===== src/rtl/cclb_pkg.sv =====
// Shared constants, types and control word layout for the codec control and loopback block
package cclb_pkg;

    // Control word geometry
    localparam int CW_BITS    = 64;
    localparam int FRAME_BITS = 64;
    localparam int ECHO_BITS  = 2 * FRAME_BITS;

    // Values after reset and fixed bits
    localparam logic [63:0] CW_DEFAULT    = 64'h2000_0000_0000_000F;
    localparam logic [63:0] CW_FIXED_MASK = 64'hE2C0_0000_0000_0000;
    localparam logic [63:0] CW_FIXED_VAL  = 64'h2000_0000_0000_0000;
    localparam logic [63:0] CW_CTL_MASK   = 64'h1D3F_FFFF_0000_0000;
    localparam logic [63:0] CW_DATA_MASK  = 64'h0000_0000_FFFF_FFFF;

    // Field positions in the control word
    localparam int BIT_MIC_BYPASS  = 60;
    localparam int BIT_OUT_LEVEL   = 59;
    localparam int BIT_HANDSHAKE   = 58;
    localparam int BIT_AUTOCAL     = 56;
    localparam int RATE_LSB        = 51;
    localparam int BIT_STEREO      = 50;
    localparam int FMT_LSB         = 48;
    localparam int CLKSRC_LSB      = 44;
    localparam int BIT_LOOP_EN     = 33;
    localparam int BIT_LOOP_ANA    = 32;
    localparam int BIT_LINE_A_MUTE = 15;
    localparam int BIT_LINE_B_MUTE = 14;
    localparam int BIT_SPK_MUTE    = 6;
    localparam int MON_ATT_LSB     = 0;
    localparam logic [3:0] MON_ATT_OFF = 4'hF;

    // Autocalibration length in frames
    localparam logic [7:0] AUTOCAL_FRAMES = 8'hC2;

    // Rate divide factors, indexed by the rate select field
    localparam logic [11:0] RATE_DIV [8] = '{
        12'hC00, 12'h600, 12'h380, 12'h300, 12'h1C0, 12'h180, 12'h200, 12'hA00
    };
    // Phase step per source edge, two edges per source period
    localparam logic [12:0] PHASE_STEP = 13'h0100;

    typedef enum logic [2:0] {
        CLK_SCLK,
        CLK_XTAL_A,
        CLK_XTAL_B,
        CLK_EXT_256,
        CLK_EXT_DIV
    } cclb_clk_src_e;

    typedef enum logic {
        CAL_IDLE,
        CAL_RUN
    } cclb_cal_state_e;

    typedef struct packed {
        logic       monitor_mix_en;
        logic       ext_inputs_connected;
        logic       analog_loop;
        logic       loop_feed_mute;
        logic       line_a_mute;
        logic       line_b_mute;
        logic       speaker_mute;
        logic       mic_gain_bypass;
        logic       output_level_select;
        logic       stereo_select;
        logic [1:0] format_select;
        logic [2:0] rate_select;
    } cclb_ana_ctl_s;

endpackage : cclb_pkg


===== src/rtl/cclb_codec_ctl.sv =====
// Control word, autocalibration, clock generation and loopback of the serial codec
`timescale 1ns/1ps
module cclb_codec_ctl (
    // Clock, reset and enable
    input  wire logic                   clk,
    input  wire logic                   srst,
    input  wire logic                   ce,
    // Mode and power
    input  wire logic                   data_mode,
    input  wire logic                   power_down,
    // Serial link, one strobe per bit, sync on the first bit
    input  wire logic                   bit_strobe,
    input  wire logic                   frame_sync,
    input  wire logic                   serial_in_pin,
    output logic                        serial_out_pin,
    // Clock sources, sampled levels
    input  wire logic                   crystal_input_a,
    input  wire logic                   crystal_input_b,
    input  wire logic                   ext_clock_input,
    input  wire logic                   sclk_level,
    output logic                        clk256_out,
    // Converter side
    input  wire logic [31:0]            adc_data,
    output logic [31:0]                 dac_data,
    output logic                        dac_data_valid,
    output logic [31:0]                 data_ctl_word,
    output cclb_pkg::cclb_ana_ctl_s     ana_ctl,
    output logic                        calibrating_flag
);

    logic [63:0]                  cw;
    logic [63:0]                  rx_shift;
    logic [63:0]                  rx_next;
    logic [63:0]                  tx_shift;
    logic [63:0]                  tx_word;
    logic [cclb_pkg::ECHO_BITS-1:0] echo_line;
    logic [6:0]                   bit_cnt;
    logic                         frame_done;
    logic                         frame_start;
    logic                         data_mode_q;
    logic                         to_data;
    logic                         to_ctl;
    logic                         loop_dig;
    logic                         loop_ana;
    logic [7:0]                   cal_cnt;
    logic [12:0]                  phase_acc;
    logic [12:0]                  next_phase;
    logic [11:0]                  div_sel;
    logic                         src_lvl;
    logic                         src_q;
    logic                         direct_src;
    cclb_pkg::cclb_cal_state_e    cal_state;
    cclb_pkg::cclb_clk_src_e      clk_src;

    assign frame_start = bit_strobe && frame_sync;
    assign frame_done  = bit_strobe && !frame_sync && (bit_cnt == 7'(cclb_pkg::FRAME_BITS - 1));
    assign rx_next     = {rx_shift[62:0], serial_in_pin};
    assign to_data     = data_mode && !data_mode_q;
    assign to_ctl      = !data_mode && data_mode_q;
    assign loop_dig    = cw[cclb_pkg::BIT_LOOP_EN] && !cw[cclb_pkg::BIT_LOOP_ANA];
    assign loop_ana    = cw[cclb_pkg::BIT_LOOP_EN] && cw[cclb_pkg::BIT_LOOP_ANA];
    assign clk_src     = cclb_pkg::cclb_clk_src_e'(cw[cclb_pkg::CLKSRC_LSB +: 3]);

    // Mode tracking
    always_ff @(posedge clk) begin
        if (srst) begin
            data_mode_q <= 1'b0;
        end else if (ce) begin
            data_mode_q <= data_mode;
        end
    end

    // Frame bit counter and receive shifter, 64-bit word MSB first
    always_ff @(posedge clk) begin
        if (srst) begin
            bit_cnt  <= 7'h00;
            rx_shift <= 64'h0000_0000_0000_0000;
        end else if (ce && bit_strobe) begin
            rx_shift <= rx_next;
            bit_cnt  <= frame_sync ? 7'h01 : bit_cnt + 7'h01;
        end
    end

    // Control word storage
    always_ff @(posedge clk) begin
        if (srst) begin
            cw <= cclb_pkg::CW_DEFAULT;
        end else if (ce) begin
            if (power_down) begin
                cw <= cclb_pkg::CW_DEFAULT;
            end else if (to_ctl) begin
                cw <= (cw & ~cclb_pkg::CW_DATA_MASK)
                      | (cclb_pkg::CW_DEFAULT & cclb_pkg::CW_DATA_MASK);
            end else if (frame_done && !data_mode_q) begin
                cw <= ((cw & ~cclb_pkg::CW_CTL_MASK) | (rx_next & cclb_pkg::CW_CTL_MASK))
                      & ~cclb_pkg::CW_FIXED_MASK | cclb_pkg::CW_FIXED_VAL;
            end else if (frame_done && data_mode_q) begin
                cw <= (cw & ~cclb_pkg::CW_DATA_MASK) | (rx_next & cclb_pkg::CW_DATA_MASK);
            end
        end
    end

    // Autocalibration sequencer, also run on leaving reset
    always_ff @(posedge clk) begin
        if (srst) begin
            cal_state <= cclb_pkg::CAL_RUN;
            cal_cnt   <= 8'h00;
        end else if (ce) begin
            unique case (cal_state)
                cclb_pkg::CAL_IDLE: begin
                    if (to_data) begin
                        cal_state <= cclb_pkg::CAL_RUN;
                        cal_cnt   <= 8'h00;
                    end
                end
                cclb_pkg::CAL_RUN: begin
                    if (!data_mode_q && data_mode) begin
                        cal_cnt <= 8'h00;
                    end else if (frame_start) begin
                        if (cal_cnt == cclb_pkg::AUTOCAL_FRAMES - 8'h01) begin
                            cal_state <= cclb_pkg::CAL_IDLE;
                        end
                        cal_cnt <= cal_cnt + 8'h01;
                    end
                end
            endcase
        end
    end

    always_ff @(posedge clk) begin
        if (srst) begin
            calibrating_flag <= 1'b1;
        end else if (ce) begin
            calibrating_flag <= (cal_state == cclb_pkg::CAL_RUN);
        end
    end

    // Two-frame echo line, shifted on every received bit
    always_ff @(posedge clk) begin
        if (srst) begin
            echo_line <= '0;
        end else if (ce && bit_strobe) begin
            echo_line <= {echo_line[cclb_pkg::ECHO_BITS-2:0], serial_in_pin};
        end
    end

    // Readback word: control word in Control Mode, ADC data (zeros while calibrating) plus control in Data Mode
    always_comb begin
        if (!data_mode_q) begin
            tx_word = cw;
        end else if (cal_state == cclb_pkg::CAL_RUN) begin
            tx_word = {32'h0000_0000, cw[31:0]};
        end else begin
            tx_word = {adc_data, cw[31:0]};
        end
    end

    // Transmit shifter and serial output
    always_ff @(posedge clk) begin
        if (srst) begin
            tx_shift       <= 64'h0000_0000_0000_0000;
            serial_out_pin <= 1'b0;
        end else if (ce && bit_strobe) begin
            if (frame_sync) begin
                tx_shift <= {tx_word[62:0], 1'b0};
            end else begin
                tx_shift <= {tx_shift[62:0], 1'b0};
            end
            if (loop_dig) begin
                serial_out_pin <= echo_line[cclb_pkg::ECHO_BITS-1];
            end else if (frame_sync) begin
                serial_out_pin <= tx_word[63];
            end else begin
                serial_out_pin <= tx_shift[63];
            end
        end
    end

    // DAC data capture, kept running in digital loopback, dropped in calibration
    always_ff @(posedge clk) begin
        if (srst) begin
            dac_data       <= 32'h0000_0000;
            dac_data_valid <= 1'b0;
        end else if (ce) begin
            dac_data_valid <= 1'b0;
            if (frame_done && data_mode_q && cal_state == cclb_pkg::CAL_IDLE) begin
                dac_data       <= rx_next[63:32];
                dac_data_valid <= 1'b1;
            end
        end
    end

    // Analog path controls
    always_ff @(posedge clk) begin
        if (srst) begin
            ana_ctl       <= '0;
            data_ctl_word <= 32'h0000_0000;
        end else if (ce) begin
            data_ctl_word               <= cw[31:0];
            ana_ctl.monitor_mix_en      <= (cw[cclb_pkg::MON_ATT_LSB +: 4]
                                            != cclb_pkg::MON_ATT_OFF)
                                           && !loop_ana
                                           && (cal_state == cclb_pkg::CAL_IDLE);
            ana_ctl.ext_inputs_connected <= !loop_ana;
            ana_ctl.analog_loop         <= loop_ana;
            ana_ctl.loop_feed_mute      <= loop_ana && !cw[cclb_pkg::BIT_LINE_A_MUTE];
            ana_ctl.line_a_mute         <= !cw[cclb_pkg::BIT_LINE_A_MUTE];
            ana_ctl.line_b_mute         <= !cw[cclb_pkg::BIT_LINE_B_MUTE];
            ana_ctl.speaker_mute        <= !cw[cclb_pkg::BIT_SPK_MUTE];
            ana_ctl.mic_gain_bypass     <= cw[cclb_pkg::BIT_MIC_BYPASS];
            ana_ctl.output_level_select <= cw[cclb_pkg::BIT_OUT_LEVEL];
            ana_ctl.stereo_select       <= cw[cclb_pkg::BIT_STEREO];
            ana_ctl.format_select       <= cw[cclb_pkg::FMT_LSB +: 2];
            ana_ctl.rate_select         <= cw[cclb_pkg::RATE_LSB +: 3];
        end
    end

    // Clock source selection
    always_comb begin
        direct_src = 1'b0;
        unique case (clk_src)
            cclb_pkg::CLK_SCLK: begin
                src_lvl    = sclk_level;
                direct_src = 1'b1;
            end
            cclb_pkg::CLK_XTAL_A:  src_lvl = crystal_input_a;
            cclb_pkg::CLK_XTAL_B:  src_lvl = crystal_input_b;
            cclb_pkg::CLK_EXT_256: begin
                src_lvl    = ext_clock_input;
                direct_src = 1'b1;
            end
            cclb_pkg::CLK_EXT_DIV: src_lvl = ext_clock_input;
            default:               src_lvl = crystal_input_a;
        endcase
    end

    assign div_sel    = cclb_pkg::RATE_DIV[cw[cclb_pkg::RATE_LSB +: 3]];
    assign next_phase = phase_acc + cclb_pkg::PHASE_STEP;

    // Fractional divider: 256 per source edge, toggle each time the divide factor is passed
    always_ff @(posedge clk) begin
        if (srst) begin
            src_q      <= 1'b0;
            phase_acc  <= 13'h0000;
            clk256_out <= 1'b0;
        end else if (ce) begin
            src_q <= src_lvl;
            if (direct_src) begin
                clk256_out <= src_lvl;
                phase_acc  <= 13'h0000;
            end else if (src_lvl != src_q) begin
                if (next_phase >= {1'b0, div_sel}) begin
                    phase_acc  <= next_phase - {1'b0, div_sel};
                    clk256_out <= !clk256_out;
                end else begin
                    phase_acc <= next_phase;
                end
            end
        end
    end
endmodule : cclb_codec_ctl


===== config.mk =====
export PLATFORM = sky130hd
export DESIGN_NAME = cclb_codec_ctl
export DESIGN_NICKNAME = d
export VERILOG_FILES = /design/src/rtl/cclb_pkg.sv /design/src/rtl/cclb_codec_ctl.sv
export SDC_FILE = /design/constraint.sdc
export NUM_CORES = 1
export LEC_CHECK = 0
export BUFFER_PORTS_ARGS = -buffer_cell sky130_fd_sc_hd__buf_4
export CAP_MARGIN = 20
export CORE_AREA = 2 2 235 237
export DETAILED_ROUTE_END_ITERATION = 8
export DIE_AREA = 0 0 237 239
export GPL_ROUTABILITY_DRIVEN = 0
export HOLD_SLACK_MARGIN = 0.08
export SLEW_MARGIN = 20
export SYNTH_ARGS = -nofsm -noshare
export SYNTH_HDL_FRONTEND = slang
export SYNTH_SLANG_ARGS = --single-unit

===== constraint.sdc =====
create_clock -name clk -period 2.6 [get_ports clk]
set_input_delay 0.52 -clock clk [delete_from_list [all_inputs] [get_ports clk]]
set_output_delay 0.52 -clock clk [all_outputs]
set_load 0.05 [all_outputs]

# Word-level counts from Yosys, hierarchy flattened
# Memories as Yosys holds them, arrays and structs flattened.
# Cells that the tools add are included.
[word_totals] out_inout_bits=83 input_bits=44 mem_count=1 romBits=96 ff_bits=433
[memory_table] memory="(no name shown)" words=8 word_bits=12 rd=1 rd_clocked_by_memory_dff=0 write_ports=0 line="cclb_codec_ctl.sv:237" rtl="assign div_sel = cclb_pkg::RATE_DIV[cw[cclb_pkg::RATE_LSB +: 3]];"
[classes] mux=30 order_cmp=2 n_bitwise=4 n_addsub=4 reduce_logical=36 n_eq_ne=10
[op_table] operator="64-bit 2-to-1 mux" n=7
[op_table] operator="64-bit by 32-bit bitwise OR with 64-bit output" n=1
[op_table] operator="58-bit by 61-bit bitwise OR with 61-bit output" n=1
[op_table] operator="13-bit 2-to-1 mux" n=3
[op_table] operator="12-bit 2-to-1 mux" n=2
[op_table] operator="8-bit 2-to-1 mux" n=3
[op_table] operator="8-bit one-hot mux with 2 select lines" n=1
[op_table] operator="1-bit logical AND" n=14
[op_table] operator="13-bit by 9-bit adder with 13-bit output (second input constant)" n=1
[op_table] operator="13-bit by 12-bit >= comparator with 1-bit output" n=1
[op_table] operator="13-bit by 12-bit subtractor with 13-bit output" n=1
[op_table] operator="1-bit 2-to-1 mux" n=11
[op_table] operator="1-bit logical NOT" n=9
[op_table] operator="3-bit AND reduction" n=3
[op_table] operator="8-bit by 1-bit adder with 8-bit output (second input constant)" n=1
[op_table] operator="8-bit equality test (second input constant)" n=1
[op_table] operator="7-bit by 1-bit adder with 7-bit output (second input constant)" n=1
[op_table] operator="7-bit by 6-bit equality test with 1-bit output (second input constant)" n=1
[op_table] operator="7-bit 2-to-1 mux" n=1
[op_table] operator="3-bit by 2-bit equality test with 1-bit output (second input constant)" n=2
[op_table] operator="2-bit AND reduction" n=3
[op_table] operator="4-bit >= comparator (second input constant)" n=1
[op_table] operator="2-bit != test (second input constant)" n=2
[op_table] operator="4-bit != test (second input constant)" n=1
[op_table] operator="other kinds (12)" n=14

# Depth between registers and ports, before layout
# Gate-level depths: netlist (run 1).
[depth] depth_word=8 ltp_mapped=10 ltp_nobuf=10

# Worst setup path before layout (run 1)
# No wires, ideal clock.
[synth_timing] path_type="in2reg" start="in frame_sync" end="reg cw[11]" cell_stages=8 arrival_time_ns=2.362 slack_ns=0.179 n_path_buf=3 path_cell_list="buf_6 or3b_1 or3_4 or4b_1 buf_2 nor2_8 buf_6 a22o_1"
[synth_between] elab_chain_cells=7 word_cells_on_any_way=10
[synth_rtl] item="start, declared" line="cclb_codec_ctl.sv:13" rtl="input wire logic frame_sync,"
[synth_rtl] item="1-bit logical NOT (*)" line="cclb_codec_ctl.sv:56" rtl="assign frame_done = bit_strobe && !frame_sync && (bit_cnt == 7'(cclb_pkg::FRAME_BITS - 1));"
[synth_rtl] item="1-bit logical AND (*) (2 in a row)" line="cclb_codec_ctl.sv:56"
[synth_rtl] item="1-bit logical AND" line="cclb_codec_ctl.sv:94" rtl="end else if (frame_done && !data_mode_q) begin"
[synth_rtl] item="64-bit 2-to-1 mux" line="cclb_codec_ctl.sv:94"
[synth_rtl] item="64-bit 2-to-1 mux" line="cclb_codec_ctl.sv:91" rtl="end else if (to_ctl) begin"
[synth_rtl] item="64-bit 2-to-1 mux" line="cclb_codec_ctl.sv:89" rtl="if (power_down) begin"
[synth_rtl] item="end signal, assigned" line="cclb_codec_ctl.sv:90" rtl="cw <= cclb_pkg::CW_DEFAULT;"
[synth_rtl] item="end signal, assigned" line="cclb_codec_ctl.sv:92" rtl="cw <= (cw & ~cclb_pkg::CW_DATA_MASK)"
[synth_rtl] item="end signal, assigned" line="cclb_codec_ctl.sv:95" rtl="cw <= ((cw & ~cclb_pkg::CW_CTL_MASK) | (rx_next & cclb_pkg::CW_CTL_MASK))"
[synth_rtl] item="end, declared" line="cclb_codec_ctl.sv:31" rtl="logic [63:0] cw;"
# Mark *: on every way between the ends. The rest lies on a longest branch, timed or not. The select of a mux whose other input is x is not followed.
# A chain may end at the register's enable or synchronous reset.

# Final worst setup path (run 1)
[layout_timing] start="reg phase_acc[8]" end="reg phase_acc[10]"
[layout_between] elab_chain_cells=5 word_cells_on_any_way=6
[layout_rtl] item="start, declared" line="cclb_codec_ctl.sv:46" rtl="logic [12:0] phase_acc;"
[layout_rtl] item="start signal, assigned" line="cclb_codec_ctl.sv:253" rtl="phase_acc <= next_phase - {1'b0, div_sel};"
[layout_rtl] item="start signal, assigned" line="cclb_codec_ctl.sv:256" rtl="phase_acc <= next_phase;"
[layout_rtl] item="13-bit by 9-bit adder with 13-bit output (*)" line="cclb_codec_ctl.sv:238" rtl="assign next_phase = phase_acc + cclb_pkg::PHASE_STEP;"
[layout_rtl] item="13-bit by 12-bit subtractor with 13-bit output / 13-bit by 12-bit >= comparator with 1-bit output (equally long branches)" line="cclb_codec_ctl.sv:253, cclb_codec_ctl.sv:252"
[layout_rtl] item="13-bit 2-to-1 mux (*)" line="cclb_codec_ctl.sv:252" rtl="if (next_phase >= {1'b0, div_sel}) begin"
[layout_rtl] item="13-bit 2-to-1 mux (*)" line="cclb_codec_ctl.sv:251" rtl="end else if (src_lvl != src_q) begin"
[layout_rtl] item="13-bit 2-to-1 mux (*)" line="cclb_codec_ctl.sv:248" rtl="if (direct_src) begin"
# Marked as above.

==> results of run 1 <==
[routing by layer]
layer	wire length, um	part of all wire
met5	9	0.00024
met4	699	0.019
met3	2190	0.060
met2	16900	0.46
met1	17000	0.46
[flip-flops by register name, indices dropped and copies added (netlist names)]
name,count
serial_out_pin,1
phase_acc,7
echo_line,66
data_mode_q,1
data_ctl_word,32
tx_shift,63
clk256_out,1
src_q,1
dac_data,32
bit_cnt,7
cal_state,1
ana_ctl,15
cal_cnt,8
dac_data_valid,1
cw,59
calibrating_flag,1
rx_shift,62
[worst paths after layout]
check	endpoint	startpoint	slack (ps)	cells after the start
setup reg to reg	phase_acc[10]	phase_acc[8]	190	9
hold reg to reg	cw[58]	cw[58]	450	2
setup / recovery	phase_acc[10]	phase_acc[8]	190	9
hold / removal	rx_shift[0]	serial_in_pin	260	3
[worst max-delay path, stage by stage, from the launching register on]
cell and delay, ps:
dfxtp_1 340, ha_1 320, ha_1 370, a21o_1 210, a21oi_1 250, o21a_1 200, o211a_2 190, buf_4 140
mux2i_1 180, o22ai_1 90
[synthesized netlist by cell type (2+ instances only)]
master	instances
a2bb2oi_1	3
buf_2	5
xor2_1	9
a41oi_1	3
and3_1	5
a21o_1	3
buf_1	13
nor2_1	197
o32ai_1	3
or3_1	2
mux2i_1	109
o21ai_0	18
and2_1	2
a211oi_1	66
nand2_1	309
nand4_1	3
o211ai_1	2
a21oi_1	232
o21bai_1	4
xnor2_1	7
buf_6	5
nor4_1	2
inv_1	15
a22o_1	28
ha_1	10
nand4b_1	2
clkbuf_1	98
nand2b_1	6
dfxtp_1	358
a311oi_1	5
nand3_1	36
o21a_1	3
nor3_1	12
nand3b_1	3
or4_1	2
nor2b_1	31
[power by group]
part	total [mW]	internal, mW	leakage [nW]	switching (mW)
Combinational	0.625	0.205	2.77	0.420
Sequential	5.59	5.55	2.89	0.0364
Clock	5.26	3.07	0.590	2.19
[logic make-up after synthesis]
kind of cell / synth area share
buffers and inverters: 0.0396
multiplexers: 0.0780
AO/OA/AOI/OAI: 0.162
adder cells (fa/ha/maj): 0.0104
flip-flops: 0.513
XOR/XNOR: 0.0100
AND/OR/NAND/NOR: 0.187
[layout make-up]
class | count | area share
multi-input cells | 1137 | 0.370
diodes | 1 | 0.000147
clock buffers | 53 | 0.0629
inverters | 15 | 0.00331
repair buffers | 165 | 0.0822
well taps | 704 | 0.0519
clock inverters | 12 | 0.00715
flip-flops and latches | 358 | 0.422
[layout by cell type, fill, tap and decap left out, drive strengths merged, types with 4 or more instances in the layout]
master    n
and3      5
a311oi    5
dfxtp   358
a21oi   232
nand3    36
nor2b    31
nand2   309
mux2i   109
ha       10
a211oi   66
xnor2     7
a22o     28
buf     165
o21ai    19
clkbuf   53
nor2    199
nand2b    6
nor3     13
inv      17
clkinv    8
xor2      9
o21bai    4
[through the flow]
step,hold WS [ps],worst slack (ps)
floorplan,407,179
global placement,422,64.3
detailed placement,440,57.7
CTS,237,170
global route,247,6.91
finish,265,194
[what timing repair did]
item,CTS,global route
endpoints found under the setup margin,0,2
hold endpoints to repair,0,0
buffers inserted,0,0
gates resized for setup,0,1
==> run summary, run 1 <==
Status: complete, no violations
Critical path required time: 3000 ps
IO Port Bufs: 126
Root buffer cell: clkbuf_16
Hpwl dp: 24,200 um
Synth area leaders: dfxtp_1 51%, a21oi_1 8.3%, nand2_1 8.3%
Nets: 1,770
Multi-input logic area: 6290 um2
Starting DRT DRC Count: 905
Mapped cell area: 14,000 um2
Via density: 4.68
Initial antenna violation count: 1
Slew @ Worst Pin: 769 ps
RSZ-0062 raised after global routing: no
Routing usage on met3: 0.0260
Area share of the largest cell type after synthesis: 0.513
Leading area contributor after synthesis: dfxtp_1
Core area: 54,300 um2
Clk_skew: 9.71 ps
Met2 capacity usage during global routing: 0.208
Final slew viol count: 0
Mapped Cells: 1,631
Grt met1 use: 0.170
Num CTS Buffers: 38
I/O pins: 127
CTS Hold Bufs: 0
Die Wd: 237 um
Total GRT Usage: 0.127
WL final: 36,800 um
Setup TNS: 0 ps
Vias in the first global route: 10,700
Placed cell area: 15,800 um2
Register area: 7170 um2
Worst Setup End Kind: flop
Synth Warn #: 0
Arrival time of the worst setup path: 2810 ps
Clock slew at reported path FFs: 60 ps
Cells after DPL: 2,379
Die height: 239 um
Ys flop type: dfxtp_1
Post-synthesis register bit count: 358
# fillers: 5,675
Pin count of the biggest net entering global routing: 87
Post-Syn Area per Cell: 8.57 um2
Avg WL per Cell: 15.0 um
DRC Markers: 0
Startpoint Class: flop
CTS H-tree lvls: 2
Global route overflow: 0
Sequential share of the synthesized area: 0.513
Initial core utilization: 0.257
First-pass GRT wire length: 58,600 um
Slew HR: 0.487
Syn_nets: 1,686
Clk_lat worst skew: 520 ps
Synth unique cells: 56
Share of cells above drive strength 1: 0.134
Ratio of final minimum period to clock period: 0.925
PD cells: 675 nW/um2
Lkg Pwr: 6.26 nW
CTS sink cnt: 358
Crit Path Category: reg2reg
Busiest grt layer: met2
Max Root-Sink Buffers: 3
Std-Cell Rows: 86
Final setup vio count: 0
Post-synth EDFFs: 0
Power Total: 11.5 mW
Peak VDD IR: 0.414 mV
Via count: 11,500
Max_cap viols: 0
TritonRoute pass-1 iters: 5
Layout Cells excl Fill: 2,445
Critical path peak fanout: 4
Crit path time final: 2410 ps
Layout area overhead: 21.5%
Remaining antenna violation count after routing: 0
Fraction of registers with async set/reset: 0
TritonCTS clock tree: yes
Hold Fails Final Rpt: 0
Post-route cell area: 17,000 um2
Hold Crit Class: in2reg
Core Util, Final: 0.313
Highest Clock Rate: 416 MHz
Die area: 56,600 um2
No activity file was read; power rests on OpenSTA's default activity.
==> inputs of run 2 (changes only) <==
CELL_PAD_IN_SITES_DETAIL_PLACEMENT = 0   (was not set)
CELL_PAD_IN_SITES_GLOBAL_PLACEMENT = 1   (was not set)
PLACE_DENSITY_LB_ADDON = 0.1   (was not set)
==> run 2 against run 1 <==
Sequential power hardly changed. Sequential share of layout area is 0.46 points lower. Worst hold slack worse by 39 ps. Flip-flop and latch count unchanged. Setup slack lost 22 ps. Routed wire length grew 7.0%. Combinational power about the same. Non-clock buffer count down 3. Final area is 1.1% higher. Die area unchanged. Maximum frequency shrank 0.92%. Global-route usage increased by 1.1 points. Critical endpoint is now phase_acc[8].
==> run summary, run 2 (synthesis results as in run 1) <==
PD cells: 710 nW/um2 (was 675 nW/um2)
Starting DRT DRC Count: 619 (was 905)
Status: complete, no violations (unchanged)
Crit Path Category: reg2reg (unchanged)
Reg2reg setup slack: 170 ps (was 190 ps)
Commonest non-fill, non-tap cell in the layout: dfxtp_1 (unchanged)
Num CTS Buffers: 44 (was 38)
PnR worst setup slack: 171 ps (was 194 ps)
Max Root-Sink Buffers: 3 (unchanged)
Worst path most repeated cell: ha_1 (unchanged)
Std-Cell Rows: 86 (unchanged)
P_int: 9.31 mW (was 8.82 mW)
Clock slew at reported path FFs: 60 ps (about the same)
Critical path required time: 3040 ps (was 3000 ps)
Initial antenna violation count: 0 (was 1)
Via density: 4.58 (was 4.68)
Core area: 54,300 um2 (unchanged)
Nets: 1,773 (was 1,770)
Hold Crit Class: in2reg (unchanged)
Comb pwr share: 0.051 (was 0.055)
Total GRT Usage: 0.139 (was 0.127)
Slew HR: 0.458 (was 0.487)
Die height: 239 um (unchanged)
Critical R2R Launch: phase_acc[8] (unchanged)
Most flop-heavy register: echo_line (unchanged)
Layout area overhead: 22.8% (was 21.5%)
Highest Clock Rate: 412 MHz (was 416 MHz)
RSZ-0062 raised after global routing: no (unchanged)
Max stage delay on crit path: 360 ps (was 370 ps)
I/O pins: 127 (unchanged)
Busiest grt layer: met2 (unchanged)
Final slew viol count: 0 (unchanged)
Slowest cell on crit path: ha_1 (unchanged)
Via count: 11,200 (was 11,500)
DRC Markers: 0 (unchanged)
Clk_lat worst skew: 570 ps (was 520 ps)
Initial core utilization: 0.257 (unchanged)
Switching power share of the total: 0.236 (was 0.231)
Die Wd: 237 um (unchanged)
Setup WS pre-CTS: 62.9 ps (was 57.7 ps)
Share of cells above drive strength 1: 0.137 (was 0.134)
Routing usage on met3: 0.0260 (unchanged)
Peak VDD IR: 0.395 mV (was 0.414 mV)
Sequential share of power: 0.459 (was 0.487)
HP Start: serial_in_pin (unchanged)
Number of diodes: 0 (was 1)
Avg WL per Cell: 16.0 um (was 15.0 um)
Biggest registers after layout: echo_line x66, tx_shift x63, rx_shift x62 (unchanged)
Final setup vio count: 0 (unchanged)
Met2 capacity usage during global routing: 0.217 (was 0.208)
WL final: 39,400 um (was 36,800 um)
Ratio of final minimum period to clock period: 0.934 (was 0.925)
Crit path time final: 2430 ps (was 2410 ps)
Clk_skew: 20.3 ps (was 9.71 ps)
Die area: 56,600 um2 (unchanged)
Hpwl dp: 24,400 um (was 24,200 um)
Remaining antenna violation count after routing: 0 (unchanged)
Grt met1 use: 0.191 (was 0.170)
Critical path peak fanout: 4 (unchanged)
Root buffer cell: clkbuf_16 (unchanged)
# fillers: 5,716 (was 5,675)
Max_cap viols: 0 (unchanged)
CTS resizes: 0 (unchanged)
IO Port Bufs: 126 (unchanged)
Global route overflow: 0 (unchanged)
First-pass GRT wire length: 62,900 um (was 58,600 um)
TritonRoute pass-1 iters: 5 (unchanged)
Critical path origin: phase_acc[8] (unchanged)
CTS Hold Bufs: 0 (unchanged)
Startpoint Class: flop (unchanged)
CTS sink cnt: 358 (unchanged)
Arrival time of the worst setup path: 2870 ps (was 2810 ps)
Clk pwr share: 0.490 (was 0.459)
Setup TNS: 0 ps (unchanged)
Slew @ Worst Pin: 812 ps (was 769 ps)
Hold Fails Final Rpt: 0 (unchanged)
Pin count of the biggest net entering global routing: 133 (was 87)
Lkg Pwr: 6.34 nW (was 6.26 nW)
Commonest cells after routing, fill and taps aside: 358 x dfxtp_1, 308 x nand2_1, 232 x a21oi_1, 196 x nor2_1, 149 x buf_4 (was 358 x dfxtp_1, 308 x nand2_1, 232 x a21oi_1, 196 x nor2_1, 152 x buf_4)
TritonCTS clock tree: yes (unchanged)
CTS H-tree lvls: 2 (unchanged)
Crit-path cells: ha_1 -> ha_1 -> a21o_1 -> a21oi_1 -> o21a_1 -> o211a_2 -> buf_4 -> mux2i_1 -> o21ai_0 (was ha_1 -> ha_1 -> a21o_1 -> a21oi_1 -> o21a_1 -> o211a_2 -> buf_4 -> mux2i_1 -> o22ai_1)
Vias in the first global route: 10,900 (was 10,700)
Worst Setup End Kind: flop (unchanged)
Max FFs per register: 66 (unchanged)
# Post-CTS Setup Buffers: 0 (unchanged)
Net Switching: 2.88 mW (was 2.64 mW)
run 2: cell types whose count changed in the layout (fill, tap and decap cells not counted), moves of 2 or more:
cell and change:
clkbuf_16 +5, clkbuf_1 +2, clkinv_2 -2, buf_4 -3
clkbuf_8 +8
run 2: area by class of cell:
type                    count  area (um2)  area share
clock inverters             9        88.8     0.00517
inverters                  15        56.3     0.00328
repair buffers            162        1370      0.0800
flip-flops and latches    358        7170       0.417
clock buffers              68        1310      0.0764
well taps                 704         881      0.0513
multi-input cells        1137        6290       0.366
run 2: worst paths after layout:
kind         cells after the start            to
max reg2reg                      9  phase_acc[8]
max                              9  phase_acc[8]
min                              3   rx_shift[0]
min reg2reg                      1        cw[61]
run 2: routing by layer:
layer / wire length, um / vias up
met5: 0 / -
met4: 916 / 0
met3: 1670 / 48
li1: - / 5746
met1: 19400 / 5252
met2: 17400 / 196
run 2: power by group through the flow:
stage	sequential [mW]	clock [mW]	combinational (mW)
floorplan	5.73	0	0.368
global placement	5.71	0	0.640
detailed placement	5.71	0	0.642
CTS	5.59	6.24	0.643
global route	5.59	6.47	0.692
finish	5.59	5.97	0.627
run 2: worst max-delay path, delay by kind of cell (launching register included):
kind,cells,cell delay [ps]
adder cells (fa/ha/maj),2,700
AO/OA/AOI/OAI,5,940
buffers and inverters,1,140
flip-flops,1,340
multiplexers,1,190
run 2: stage by stage:
stage	util	power, mW	hold WS (ps)	cell area, um2	cells
floorplan	-	6.10	407	14000	1631
global placement	0.290	6.35	419	15800	2376
detailed placement	0.290	6.35	423	15800	2376
CTS	0.316	12.5	184	17200	2453
global route	0.316	12.8	201	17200	2453
finish	0.316	12.2	226	17200	2453
